[config.mk]
export PLATFORM = sky130hd
export DESIGN_NAME = cdspc_top
export DESIGN_NICKNAME = d
export VERILOG_FILES = /design/src/include/cdspc_pkg.sv /design/src/core/cdspc_divider.sv /design/src/core/cdspc_top.sv
export SDC_FILE = /design/constraint.sdc
export NUM_CORES = 1
export LEC_CHECK = 0
export BUFFER_PORTS_ARGS = -buffer_cell sky130_fd_sc_hd__clkbuf_2
export CAP_MARGIN = 20
export CORE_ASPECT_RATIO = 1.2
export CORE_UTILIZATION = 50
export CTS_BUF_LIST = sky130_fd_sc_hd__clkbuf_16
export DETAILED_ROUTE_END_ITERATION = 8
export PLACE_DENSITY = 0.78
export SETUP_SLACK_MARGIN = 0.4
export SLEW_MARGIN = 25
export SYNTH_ARGS = -nofsm -noshare
export SYNTH_HDL_FRONTEND = slang
export SYNTH_SLANG_ARGS = --single-unit
[constraint.sdc]
create_clock -name clk -period 3 [get_ports clk]
set_clock_uncertainty 0.2 [all_clocks]
set_input_delay 0.6 -clock clk [delete_from_list [all_inputs] [get_ports clk]]
set_output_delay 0.6 -clock clk [all_outputs]
set_load 0.02 [all_outputs]
[src/include/cdspc_pkg.sv]
// package: constants and types for the clock divider, sync and power control block
//
// Overview of operation
// - divide input clock by ratio one to eight
// - valid alignment pulse resets divider to initial state
// - sync register bits pick every-pulse or first-pulse realign
// - power-down from pin high or register request
// - pin low again resumes normal conversion
// - outputs high impedance while powered down
// - three-bit field selects power saving mode
// - standby keeps reference powered, faster wake
// - wake-up time scales with time powered down
// - stabiliser retimes falling edge to fifty percent
// - stabiliser inactive below twenty megahertz input; the code sets it by its pin alone and never checks the input rate
// - sample taken on rising conversion clock edge
package cdspc_pkg;
	// ****************************************
	// register map
	// ****************************************
	localparam logic [8:0] POWER_MODE_SELECT_OFS = 9'h100;
	localparam logic [8:0] DIVIDER_SYNC_CONTROL_OFS = 9'h109;
	localparam logic [7:0] POWER_MODE_SELECT_RST = 8'h00;
	localparam logic [7:0] DIVIDER_SYNC_CONTROL_RST = 8'h00;
	// power_mode_select fields
	localparam int PWR_MODE_LSB = 0;
	localparam int PWR_MODE_W = 3;
	localparam logic [2:0] PWR_MODE_NORMAL = 3'h0;
	localparam logic [2:0] PWR_MODE_FULL_DOWN = 3'h1;
	localparam logic [2:0] PWR_MODE_STANDBY = 3'h2;
	// divider_sync_control fields
	localparam int SYNC_EN_BIT = 0;
	localparam int SYNC_ONESHOT_BIT = 1;
	localparam int DIV_RATIO_LSB = 4;
	localparam int DIV_RATIO_W = 3;
	// ****************************************
	// timing
	// ****************************************
	localparam int CLK_MHZ = 100;
	localparam int STAB_MIN_MHZ = 20;
	localparam int RELOCK_MAX_NS = 5000;
	localparam int RELOCK_CYC = RELOCK_MAX_NS * CLK_MHZ / 1000;
	localparam int STANDBY_WAKE_CYC = 4;
	localparam int WAKE_CNT_W = 16;
	// ****************************************
	// types
	// ****************************************
	typedef enum logic [1:0] {CDSPC_RUN, CDSPC_DOWN, CDSPC_SLEEP, CDSPC_WAKE} cdspc_pwr_t;
	typedef struct packed {
		logic wr;
		logic rd;
		logic [8:0] addr;
		logic [7:0] wdata;
	} cdspc_reg_req_t;
endpackage

[src/core/cdspc_divider.sv]
// module: integer clock divider with realignment and duty-cycle stabiliser
`timescale 1ns/1ns
module cdspc_divider #(
	parameter int RATIO_W = 3
) (
	input wire logic clk,
	input wire logic rst_n,
	input wire logic run,
	input wire logic realign,
	input wire logic [RATIO_W-1:0] ratio_m1,
	input wire logic stab_en,
	output logic conv_clk,
	output logic sample_en
);
	// the ratio field of the sync register is fixed, so other widths cannot be served
	if (RATIO_W != cdspc_pkg::DIV_RATIO_W) begin
		$error("divider ratio width unsupported");
	end
	logic [RATIO_W-1:0] cnt_reg, cnt_next;
	logic conv_reg, conv_next;
	logic [RATIO_W:0] half;

	// high time is half the period when stabilised, else one input cycle
	always_comb begin
		half = ({1'b0, ratio_m1} + {{RATIO_W{1'b0}}, 1'b1}) >> 1;
		cnt_next = cnt_reg;
		conv_next = conv_reg;
		if (!run || realign) begin
			cnt_next = '0;
			conv_next = 1'b0;
		end else begin
			cnt_next = (cnt_reg == ratio_m1) ? '0 : cnt_reg + 1'b1;
			if (cnt_next == '0) conv_next = 1'b1;
			else if (stab_en) conv_next = ({1'b0, cnt_next} < half);
			else conv_next = 1'b0;
			if (ratio_m1 == '0) conv_next = 1'b1;
		end
	end

	always_ff @(posedge clk) begin
		if (!rst_n) begin
			cnt_reg <= '0;
			conv_reg <= 1'b0;
		end else begin
			cnt_reg <= cnt_next;
			conv_reg <= conv_next;
		end
	end

	assign conv_clk = conv_reg;
	// samples are taken as the conversion clock rises
	assign sample_en = run && !realign && (cnt_next == '0);

	realign_zero_a: assert property (@(posedge clk) disable iff (!rst_n)
		realign |=> cnt_reg == '0) else $error("divider not reset by realign");
	ratio_wrap_a: assert property (@(posedge clk) disable iff (!rst_n)
		run && !realign && cnt_reg == ratio_m1 && $stable(ratio_m1) |=> cnt_reg == '0)
		else $error("divider missed wrap");
	sample_rise_a: assert property (@(posedge clk) disable iff (!rst_n)
		sample_en |=> conv_clk) else $error("sample without rising clock");
endmodule

[src/core/cdspc_top.sv]
// module: clock divider, sync alignment and power-state control top
`timescale 1ns/1ns
module cdspc_top #(
	parameter int WAKE_W = cdspc_pkg::WAKE_CNT_W
) (
	input wire logic clk,
	input wire logic rst_n,
	input wire cdspc_pkg::cdspc_reg_req_t reg_req,
	output logic [7:0] reg_rdata,
	input wire logic sync_pulse,
	input wire logic power_off_pin,
	input wire logic duty_cycle_stabiliser,
	output logic conv_clk,
	output logic sample_en,
	output logic ref_powered,
	output logic ready,
	output logic out_oe_n,
	output logic [2:0] power_mode
);
	// ****************************************
	// parameter checks
	// ****************************************
	// below four bits is refused, though three bits already hold the standby wake count; above 31 int maths overflows
	if (WAKE_W < 4 || WAKE_W > 31) begin
		$error("wake counter width unsupported");
	end
	// ****************************************
	// registers
	// ****************************************
	logic [7:0] pmode_reg, pmode_next, sctl_reg, sctl_next;
	logic armed_reg, armed_next;
	logic [7:0] rdata_reg, rdata_next;
	logic hit_pm, hit_sc;
	logic [2:0] mode;
	logic realign;

	// register decode, write update and read capture
	always_comb begin
		hit_pm = reg_req.addr == cdspc_pkg::POWER_MODE_SELECT_OFS;
		hit_sc = reg_req.addr == cdspc_pkg::DIVIDER_SYNC_CONTROL_OFS;
		pmode_next = pmode_reg;
		sctl_next = sctl_reg;
		armed_next = armed_reg;
		rdata_next = rdata_reg;
		if (reg_req.wr && hit_pm) pmode_next = reg_req.wdata;
		// only a pulse that really realigns consumes the arm; a write re-arms it
		if (realign && sctl_reg[cdspc_pkg::SYNC_ONESHOT_BIT]) armed_next = 1'b0;
		if (reg_req.wr && hit_sc) begin
			sctl_next = reg_req.wdata;
			armed_next = 1'b1;
		end
		if (reg_req.rd) begin
			if (hit_pm) rdata_next = pmode_reg;
			else if (hit_sc) rdata_next = sctl_reg;
			else rdata_next = 8'h00;
		end
	end

	// register file state, synchronous reset
	always_ff @(posedge clk) begin
		if (!rst_n) begin
			pmode_reg <= cdspc_pkg::POWER_MODE_SELECT_RST;
			sctl_reg <= cdspc_pkg::DIVIDER_SYNC_CONTROL_RST;
			armed_reg <= 1'b0;
			rdata_reg <= 8'h00;
		end else begin
			pmode_reg <= pmode_next;
			sctl_reg <= sctl_next;
			armed_reg <= armed_next;
			rdata_reg <= rdata_next;
		end
	end

	// live mode field and registered read port
	assign mode = pmode_reg[cdspc_pkg::PWR_MODE_LSB +: cdspc_pkg::PWR_MODE_W];
	assign reg_rdata = rdata_reg;
	assign power_mode = mode;

	// ****************************************
	// power state
	// ****************************************
	cdspc_pkg::cdspc_pwr_t st_reg, st_next;
	logic [WAKE_W-1:0] down_reg, down_next, wake_reg, wake_next;
	logic req_down, req_sleep;

	// wake time tracks time spent down because internal nodes discharge
	always_comb begin
		req_down = power_off_pin || (mode == cdspc_pkg::PWR_MODE_FULL_DOWN);
		req_sleep = mode == cdspc_pkg::PWR_MODE_STANDBY;
		st_next = st_reg;
		down_next = down_reg;
		wake_next = wake_reg;
		unique case (st_reg)
			cdspc_pkg::CDSPC_RUN: begin
				down_next = '0;
				if (req_down) st_next = cdspc_pkg::CDSPC_DOWN;
				else if (req_sleep) st_next = cdspc_pkg::CDSPC_SLEEP;
			end
			cdspc_pkg::CDSPC_DOWN: begin
				if (~&down_reg) down_next = down_reg + 1'b1;
				if (!req_down) begin
					st_next = cdspc_pkg::CDSPC_WAKE;
					wake_next = down_reg;
				end
			end
			cdspc_pkg::CDSPC_SLEEP: begin
				if (req_down) st_next = cdspc_pkg::CDSPC_DOWN;
				else if (!req_sleep) begin
					st_next = cdspc_pkg::CDSPC_WAKE;
					wake_next = WAKE_W'(cdspc_pkg::STANDBY_WAKE_CYC);
				end
			end
			cdspc_pkg::CDSPC_WAKE: begin
				if (req_down) st_next = cdspc_pkg::CDSPC_DOWN;
				else if (wake_reg == '0) st_next = cdspc_pkg::CDSPC_RUN;
				else wake_next = wake_reg - 1'b1;
			end
		endcase
	end

	// power state and its two counters
	always_ff @(posedge clk) begin
		if (!rst_n) begin
			st_reg <= cdspc_pkg::CDSPC_RUN;
			down_reg <= '0;
			wake_reg <= '0;
		end else begin
			st_reg <= st_next;
			down_reg <= down_next;
			wake_reg <= wake_next;
		end
	end

	// drivers stay enabled through standby and wake; only full power-down floats them
	assign ready = st_reg == cdspc_pkg::CDSPC_RUN;
	assign out_oe_n = st_reg == cdspc_pkg::CDSPC_DOWN;
	assign ref_powered = st_reg != cdspc_pkg::CDSPC_DOWN;

	// ****************************************
	// divider and alignment
	// ****************************************
	// every-pulse mode realigns always; one-shot only while armed
	assign realign = sync_pulse && sctl_reg[cdspc_pkg::SYNC_EN_BIT]
		&& (!sctl_reg[cdspc_pkg::SYNC_ONESHOT_BIT] || armed_reg);

	// the divider stops and clears whenever the block is not running
	cdspc_divider #(.RATIO_W(cdspc_pkg::DIV_RATIO_W)) i_cdspc_divider (
		.clk(clk),
		.rst_n(rst_n),
		.run(ready),
		.realign(realign),
		.ratio_m1(sctl_reg[cdspc_pkg::DIV_RATIO_LSB +: cdspc_pkg::DIV_RATIO_W]),
		.stab_en(duty_cycle_stabiliser),
		.conv_clk(conv_clk),
		.sample_en(sample_en)
	);

	// ****************************************
	// checks
	// ****************************************
	// power state: entry, release and wake timing
	pin_down_a: assert property (@(posedge clk) disable iff (!rst_n)
		power_off_pin |=> st_reg == cdspc_pkg::CDSPC_DOWN)
		else $error("pin ignored");
	down_hiz_a: assert property (@(posedge clk) disable iff (!rst_n)
		st_reg == cdspc_pkg::CDSPC_DOWN |-> out_oe_n && !sample_en)
		else $error("drive in down");
	stop_clear_a: assert property (@(posedge clk) disable iff (!rst_n)
		!ready |=> !conv_clk)
		else $error("conversion clock kept running");
	pin_release_a: assert property (@(posedge clk) disable iff (!rst_n)
		st_reg == cdspc_pkg::CDSPC_DOWN && !req_down |=> st_reg == cdspc_pkg::CDSPC_WAKE)
		else $error("no wake");
	wake_run_a: assert property (@(posedge clk) disable iff (!rst_n)
		st_reg == cdspc_pkg::CDSPC_WAKE && !req_down && wake_reg == '0 |=> ready)
		else $error("wake did not finish");
	wake_scale_a: assert property (@(posedge clk) disable iff (!rst_n)
		st_reg == cdspc_pkg::CDSPC_DOWN && !req_down |=> wake_reg == $past(down_reg))
		else $error("wake not scaled");
	down_count_a: assert property (@(posedge clk) disable iff (!rst_n)
		st_reg == cdspc_pkg::CDSPC_DOWN && req_down && !(&down_reg)
		|=> down_reg == $past(down_reg) + 1'b1)
		else $error("down time not counted");
	standby_ref_a: assert property (@(posedge clk) disable iff (!rst_n)
		st_reg == cdspc_pkg::CDSPC_SLEEP |-> ref_powered && !out_oe_n)
		else $error("standby lost reference");
	sleep_wake_a: assert property (@(posedge clk) disable iff (!rst_n)
		st_reg == cdspc_pkg::CDSPC_SLEEP && !req_down && !req_sleep
		|=> wake_reg == WAKE_W'(cdspc_pkg::STANDBY_WAKE_CYC))
		else $error("standby wake not short");

	// register file and alignment arming
	mode_field_a: assert property (@(posedge clk) disable iff (!rst_n)
		reg_req.wr && hit_pm |=> power_mode == $past(reg_req.wdata[2:0]))
		else $error("mode not stored");
	read_back_a: assert property (@(posedge clk) disable iff (!rst_n)
		reg_req.rd && hit_sc |=> reg_rdata == $past(sctl_reg))
		else $error("sync control read wrong");
	rewrite_arm_a: assert property (@(posedge clk) disable iff (!rst_n)
		reg_req.wr && hit_sc |=> armed_reg)
		else $error("write did not re-arm");
	arm_consume_a: assert property (@(posedge clk) disable iff (!rst_n)
		realign && sctl_reg[cdspc_pkg::SYNC_ONESHOT_BIT] && !(reg_req.wr && hit_sc)
		|=> !armed_reg)
		else $error("arm kept after realign");
	oneshot_block_a: assert property (@(posedge clk) disable iff (!rst_n)
		sctl_reg[cdspc_pkg::SYNC_ONESHOT_BIT] && !armed_reg |-> !realign)
		else $error("second pulse realigned");
	every_pulse_a: assert property (@(posedge clk) disable iff (!rst_n)
		sync_pulse && sctl_reg[cdspc_pkg::SYNC_EN_BIT]
		&& !sctl_reg[cdspc_pkg::SYNC_ONESHOT_BIT] |-> realign ##1 !conv_clk)
		else $error("pulse dropped");

	// ****************************************
	// scenario coverage
	// ****************************************
	down_c: cover property (@(posedge clk) disable iff (!rst_n)
		st_reg == cdspc_pkg::CDSPC_DOWN ##1 st_reg == cdspc_pkg::CDSPC_WAKE);
	sleep_c: cover property (@(posedge clk) disable iff (!rst_n) st_reg == cdspc_pkg::CDSPC_SLEEP);
	realign_c: cover property (@(posedge clk) disable iff (!rst_n) realign && ready);
	oneshot_c: cover property (@(posedge clk) disable iff (!rst_n)
		sync_pulse && sctl_reg[cdspc_pkg::SYNC_ONESHOT_BIT] && !armed_reg);
	stab_c: cover property (@(posedge clk) disable iff (!rst_n)
		duty_cycle_stabiliser && ready && sample_en);
endmodule

# Word level (Yosys, flattened, before mapping)
# Cells that the tools add are included.
[classes]
n_addsub = 4
n_lt_le_gt_ge = 1
n_eq_ne = 18
muxes = 25
bitwise = 1
n_reduce_logical = 26
[ops]
columns = ["cell", "count"]
rows = [
  ["16-bit 2-to-1 mux", 6],
  ["16-bit one-hot mux with 3 select lines", 1],
  ["16-bit one-hot mux with 2 select lines", 1],
  ["9-bit == test, second input constant", 2],
  ["16-bit by 1-bit adder with 16-bit output, second input constant", 1],
  ["16-bit zero test", 1],
  ["8-bit 2-to-1 mux", 2],
  ["16-bit AND reduction", 1],
  ["16-bit by 1-bit subtractor with 16-bit output, second input constant", 1],
  ["2-bit 2-to-1 mux", 7],
  ["2-bit inequality test, second input constant", 6],
  ["3-bit zero test", 3],
  ["3-bit inequality test, second input constant", 3],
  ["2-bit one-hot mux with 4 select lines", 1],
  ["1-bit logical AND", 7],
  ["3-bit 2-to-1 mux", 2],
  ["6-bit AND reduction", 1],
  ["1-bit 2-to-1 mux", 5],
  ["3-bit by 1-bit adder with 4-bit output, second input constant", 1],
  ["2-bit == test, second input constant", 2],
  ["4-bit AND reduction", 1],
  ["2-bit nonzero test", 2],
  ["3-bit by 1-bit adder with 3-bit output, second input constant", 1],
  ["3-bit by 1-bit == test with 1-bit output, second input constant", 1],
  ["other kinds (12)", 16],
]
[totals]
regBits = 63
output_inout_bits = 16
elab_cells = 84

# Logic depth before layout (Yosys ltp)
[depth]
word_depth = 7
depth_mapped = 8

# By module
# From an unflattened synthesis, not the netlist that was laid out.
[hier_totals]
cells_unflattened = 403
hier_area_um2 = 3430.8
[modules_own_cells]
columns = ["mod", "instances", "cells_per_inst", "area_per_inst_um2", "seq_area_each_um2"]
rows = [
  ["cdspc_top", 1, 367, 3106.7, 1181.1],
  ["cdspc_divider", 1, 36, 324.1, 80.1],
]

# Least setup slack after synthesis
# No wires, ideal clock.
[synth_timing]
path_type = "input to register"
start = "input port reg_req[14] (netlist name)"
end = "register sctl_reg[0]"
arrival_time_ps = 2125
path_slack_ps = 548
path_stages = 6
cell_sequence = "or4b_1 -> nor4_4 -> nand3_1 -> clkbuf_1 -> mux2i_1 -> nor2_1"
[synth_between]
elab_chain_cells = 2
[synth_lines]
columns = ["item", "line", "rtl"]
rows = [
  ["from (decl)", "cdspc_top.sv:8", "input wire cdspc_pkg::cdspc_reg_req_t reg_req,"],
  ["9-bit == test", "cdspc_top.sv:40", "hit_sc = reg_req.addr == cdspc_pkg::DIVIDER_SYNC_CONTROL_OFS;"],
  ["1-bit logical AND", "cdspc_top.sv:48", "if (reg_req.wr && hit_sc) begin"],
  ["to (signal assigned)", "cdspc_top.sv:63", "sctl_reg <= cdspc_pkg::DIVIDER_SYNC_CONTROL_RST;"],
  ["to (signal assigned)", "cdspc_top.sv:68", "sctl_reg <= sctl_next;"],
  ["to (decl)", "cdspc_top.sv:30", "logic [7:0] pmode_reg, pmode_next, sctl_reg, sctl_next;"],
]
# No other way between the ends.
# A chain may end at the register's enable or synchronous reset.

# Worst setup path in the final report
[layout_timing]
start = "register i_cdspc_divider.cnt_reg[0]"
end = "output port sample_en"
[layout_between]
elab_chain_cells = 5
word_cells_on_any_way = 6
[layout_lines]
columns = ["item", "line", "rtl"]
rows = [
  ["from (decl)", "cdspc_divider.sv:19", "logic [RATIO_W-1:0] cnt_reg, cnt_next;"],
  ["from (signal assigned)", "cdspc_divider.sv:45", "cnt_reg <= cnt_next;"],
  ["3-bit by 1-bit adder with 3-bit output / 3-bit == test (equally long branches)", "cdspc_divider.sv:32", "cnt_next = (cnt_reg == ratio_m1) ? '0 : cnt_reg + 1'b1;"],
  ["3-bit 2-to-1 mux *", "cdspc_divider.sv:32", ""],
  ["3-bit 2-to-1 mux *", "cdspc_divider.sv:28", "if (!run || realign) begin"],
  ["3-bit zero test *", "cdspc_divider.sv:52", "assign sample_en = run && !realign && (cnt_next == '0);"],
  ["1-bit logical AND *", "cdspc_divider.sv:52", ""],
  ["to (decl)", "cdspc_top.sv:14", "output logic sample_en,"],
]
# Mark *: on every way between the ends. The rest lies on a longest branch, timed or not.

==> results.sh <==
export IMPL_status="complete, no violations"
export IMPL_drcViolationCount=0
export IMPL_fin_area_um2=3953
export IMPL_antenna_left=0
export IMPL_yosysMostFrequentCell="dfxtp_1"
export IMPL_hold_ws_ns=0.2738
export IMPL_crit_chain="ha_1 -> xnor2_1 -> nand3_1 -> nand2_1 -> and2_1 -> clkbuf_2"
export IMPL_yosysSeqAreaShare_pct=37.10
export IMPL_worstHoldEndpoint="reg_rdata[4]"
export IMPL_critPathArrivalTime_ns=1.64
export IMPL_min_delay_start="reg_rdata[4]"
export IMPL_async_flop_share_pct=0
export IMPL_slew_headroom_pct=37.27
export IMPL_grt_pass1_wl_um=13540
export IMPL_reg2reg_to="wake_reg[1]"
export IMPL_slowest_stage="dfxtp_1"
export IMPL_yosysUniqueCellTypes=57
export IMPL_place_area_um2=3640
export IMPL_grt_pass1_vias=2883
export IMPL_ios=40
export IMPL_cp_required_ns=2.20
export IMPL_clock_sinks=63
export IMPL_antenna_cells=0
export IMPL_syn_to_final_growth_pct=16.27
export IMPL_insertion_delay_ns=0.33
export IMPL_synth_edf_count=0
export IMPL_instances_no_fill=527
export IMPL_synth_avg_cell_area_um2=8.373
export IMPL_holdPathStages=2
export IMPL_hp_class="reg -> reg"
export IMPL_p_per_area_nw_per_um2=540.8
export IMPL_cts_setup_buffers=0
export IMPL_yosysTopAreaCellShare_pct=37.10
export IMPL_syn_num_nets=438
export IMPL_initial_core_util_pct=52.41
export IMPL_finalMaxSlewViolations=0
export IMPL_antenna_found_initial=0
export IMPL_postCtsResizedCells=0
export IMPL_drtIter0Drc=319
export IMPL_fmax_mhz=409.8
export IMPL_synth_top_cells_by_count="dfxtp_1, nor2_1, a21oi_1, nand3_1, clkbuf_1"
export IMPL_portBuffers=39
export IMPL_cp_end_kind="primary output"
export IMPL_dp_hpwl_um=5594
export IMPL_gr_total_overflow=0
export IMPL_grt_max_degree=29
export IMPL_drive_above_1_share_pct=17.65
export IMPL_die_h_um=92.33
export IMPL_max_stage_delay_ns=0.35
export IMPL_grtUsageTotal_pct=24.27
export IMPL_cts_buffer_depth=2
export IMPL_die_w_um=77.27
export IMPL_core_um2=6486
export IMPL_r2r_cells=5
export IMPL_timing_rr_start="wake_reg[8]"
export IMPL_p_leak_uw=0.001578
export IMPL_routedWlPerCell_um=15.35
export IMPL_drtPass1Iterations=6
export IMPL_synth_cells=406
export IMPL_std_cell_rows=32
export IMPL_vias_per_cell=5.964
export IMPL_ir_drop_mv=0.3346
export IMPL_cts_buffers=9
export IMPL_tightest_slew_ns=0.9399
export IMPL_criticalPathCategory="reg -> out"
export IMPL_num_vias=3143
export IMPL_gp_congestion=0.8345
export IMPL_ys_ff_latch=63
export IMPL_fin_nets=469
export IMPL_rsz0062_at_grt="no"
export IMPL_finalSetupTns_ns=0
export IMPL_cts_htree_levels=3
export IMPL_syn_area_um2=3400
export IMPL_dp_cells=511
export IMPL_min_period_ns=2.440
export IMPL_synth_warnings=0
export IMPL_cts_root_buffer="clkbuf_16"
export IMPL_wl_um=8091
export IMPL_final_setup_viol_count=0
export IMPL_startpoint_type="flip-flop"
export IMPL_r2r_setup_slack_ns=0.57
export IMPL_postCtsHoldBufs=0
export IMPL_path_max_fanout=5
export IMPL_netlist_top_cells_area="dfxtp_1, nor2_1, mux2i_1, a21oi_1, nand3_1"
export IMPL_synth_top_cell_by_area="dfxtp_1"
export IMPL_final_core_util_pct=60.94
export IMPL_synth_ff_type="dfxtp_1"
export IMPL_hold_violations=0
export IMPL_dieArea_um2=7134
export IMPL_cts_tree="done"
export IMPL_path_clk_slew_ns=0.05
export IMPL_drv_cap=0
export IMPL_fin_crit_sh_pct=81.34
==> final cells by class <==
type / instances / area [µm²]
fillers: 586 / 2534
multi-input cells: 296 / 1934
flip-flops and latches: 63 / 1261
repair buffers: 49 / 270.3
clock buffers: 9 / 225.2
well taps: 85 / 106.4
clock inverters: 7 / 87.58
inverters: 18 / 67.56
==> power by group <==
group          internal [µW]  leakage [µW]  switching (µW)
logic                   65.0      0.000913             117
registers                847      0.000509            9.60
clock network            720      0.000157             379
==> cell families after synthesis <==
group | count (synthesis) | share of synthesized area, %
AND/OR/NAND/NOR | 160 | 25.62
flip-flops | 63 | 37.10
multiplexers | 17 | 5.005
adder cells (fa/ha/maj) | 8 | 2.945
AO/OA/AOI/OAI | 96 | 19.47
buffers and inverters | 47 | 5.999
XOR/XNOR | 15 | 3.864
==> placed cells by master (no fill, tap or decap), types with 7 or more instances in the layout <==
master and instances:
o21ai_0 10, clkbuf_16 9, nor3_1 12, mux2i_1 17, clkbuf_2 39, ha_1 8
inv_1 18, o31ai_1 11, a21oi_1 25, o22ai_1 7, a31oi_1 8, xnor2_1 10
nand2_1 9, buf_4 10, dfxtp_1 63, nand3_1 25, nor2_1 56, a22o_1 8
nand2b_1 14
==> metal layers <==
layer / GRT usage [%] / routed length [µm]
met1: 29.36 / 3416
met2: 40.93 / 4119
met3: 4.039 / 340
met5: 0 / 0
met4: 13.05 / 214
==> worst max-delay path by stage <==
| stage | from | cells after the start | to |
|---|---|---|---|
| 2_1_floorplan | reg_req[14] | 6 | sctl_reg[0] |
| 6_report | i_cdspc_divider.cnt_reg[0] | 6 | sample_en |
| 5_1_grt | wake_reg[8] | 6 | wake_reg[1] |
| 3_3_place_gp | reg_req[14] | 6 | sctl_reg[5] |
| 3_5_place_dp | reg_req[14] | 6 | sctl_reg[0] |
| 4_1_cts | st_reg[1] | 4 | sample_en |
==> through the flow <==
step | total power, µW | setup WS (ns)
detailed placement | 1051 | 0.3573
global placement | 1049 | 0.4216
finish | 2137 | 0.5599
CTS | 2144 | 0.5576
global route | 2202 | 0.4393
floorplan | 992.5 | 0.5476
==> worst max-delay path: cells and delay by family, from the launching register on <==
kind          cells  cell delay, ns
flops             1            0.35
xor+xnor          1            0.23
fa+ha+maj         1            0.22
buf+inv           1            0.16
simple gates      3            0.35
Power figures use the tool's default switching activity.
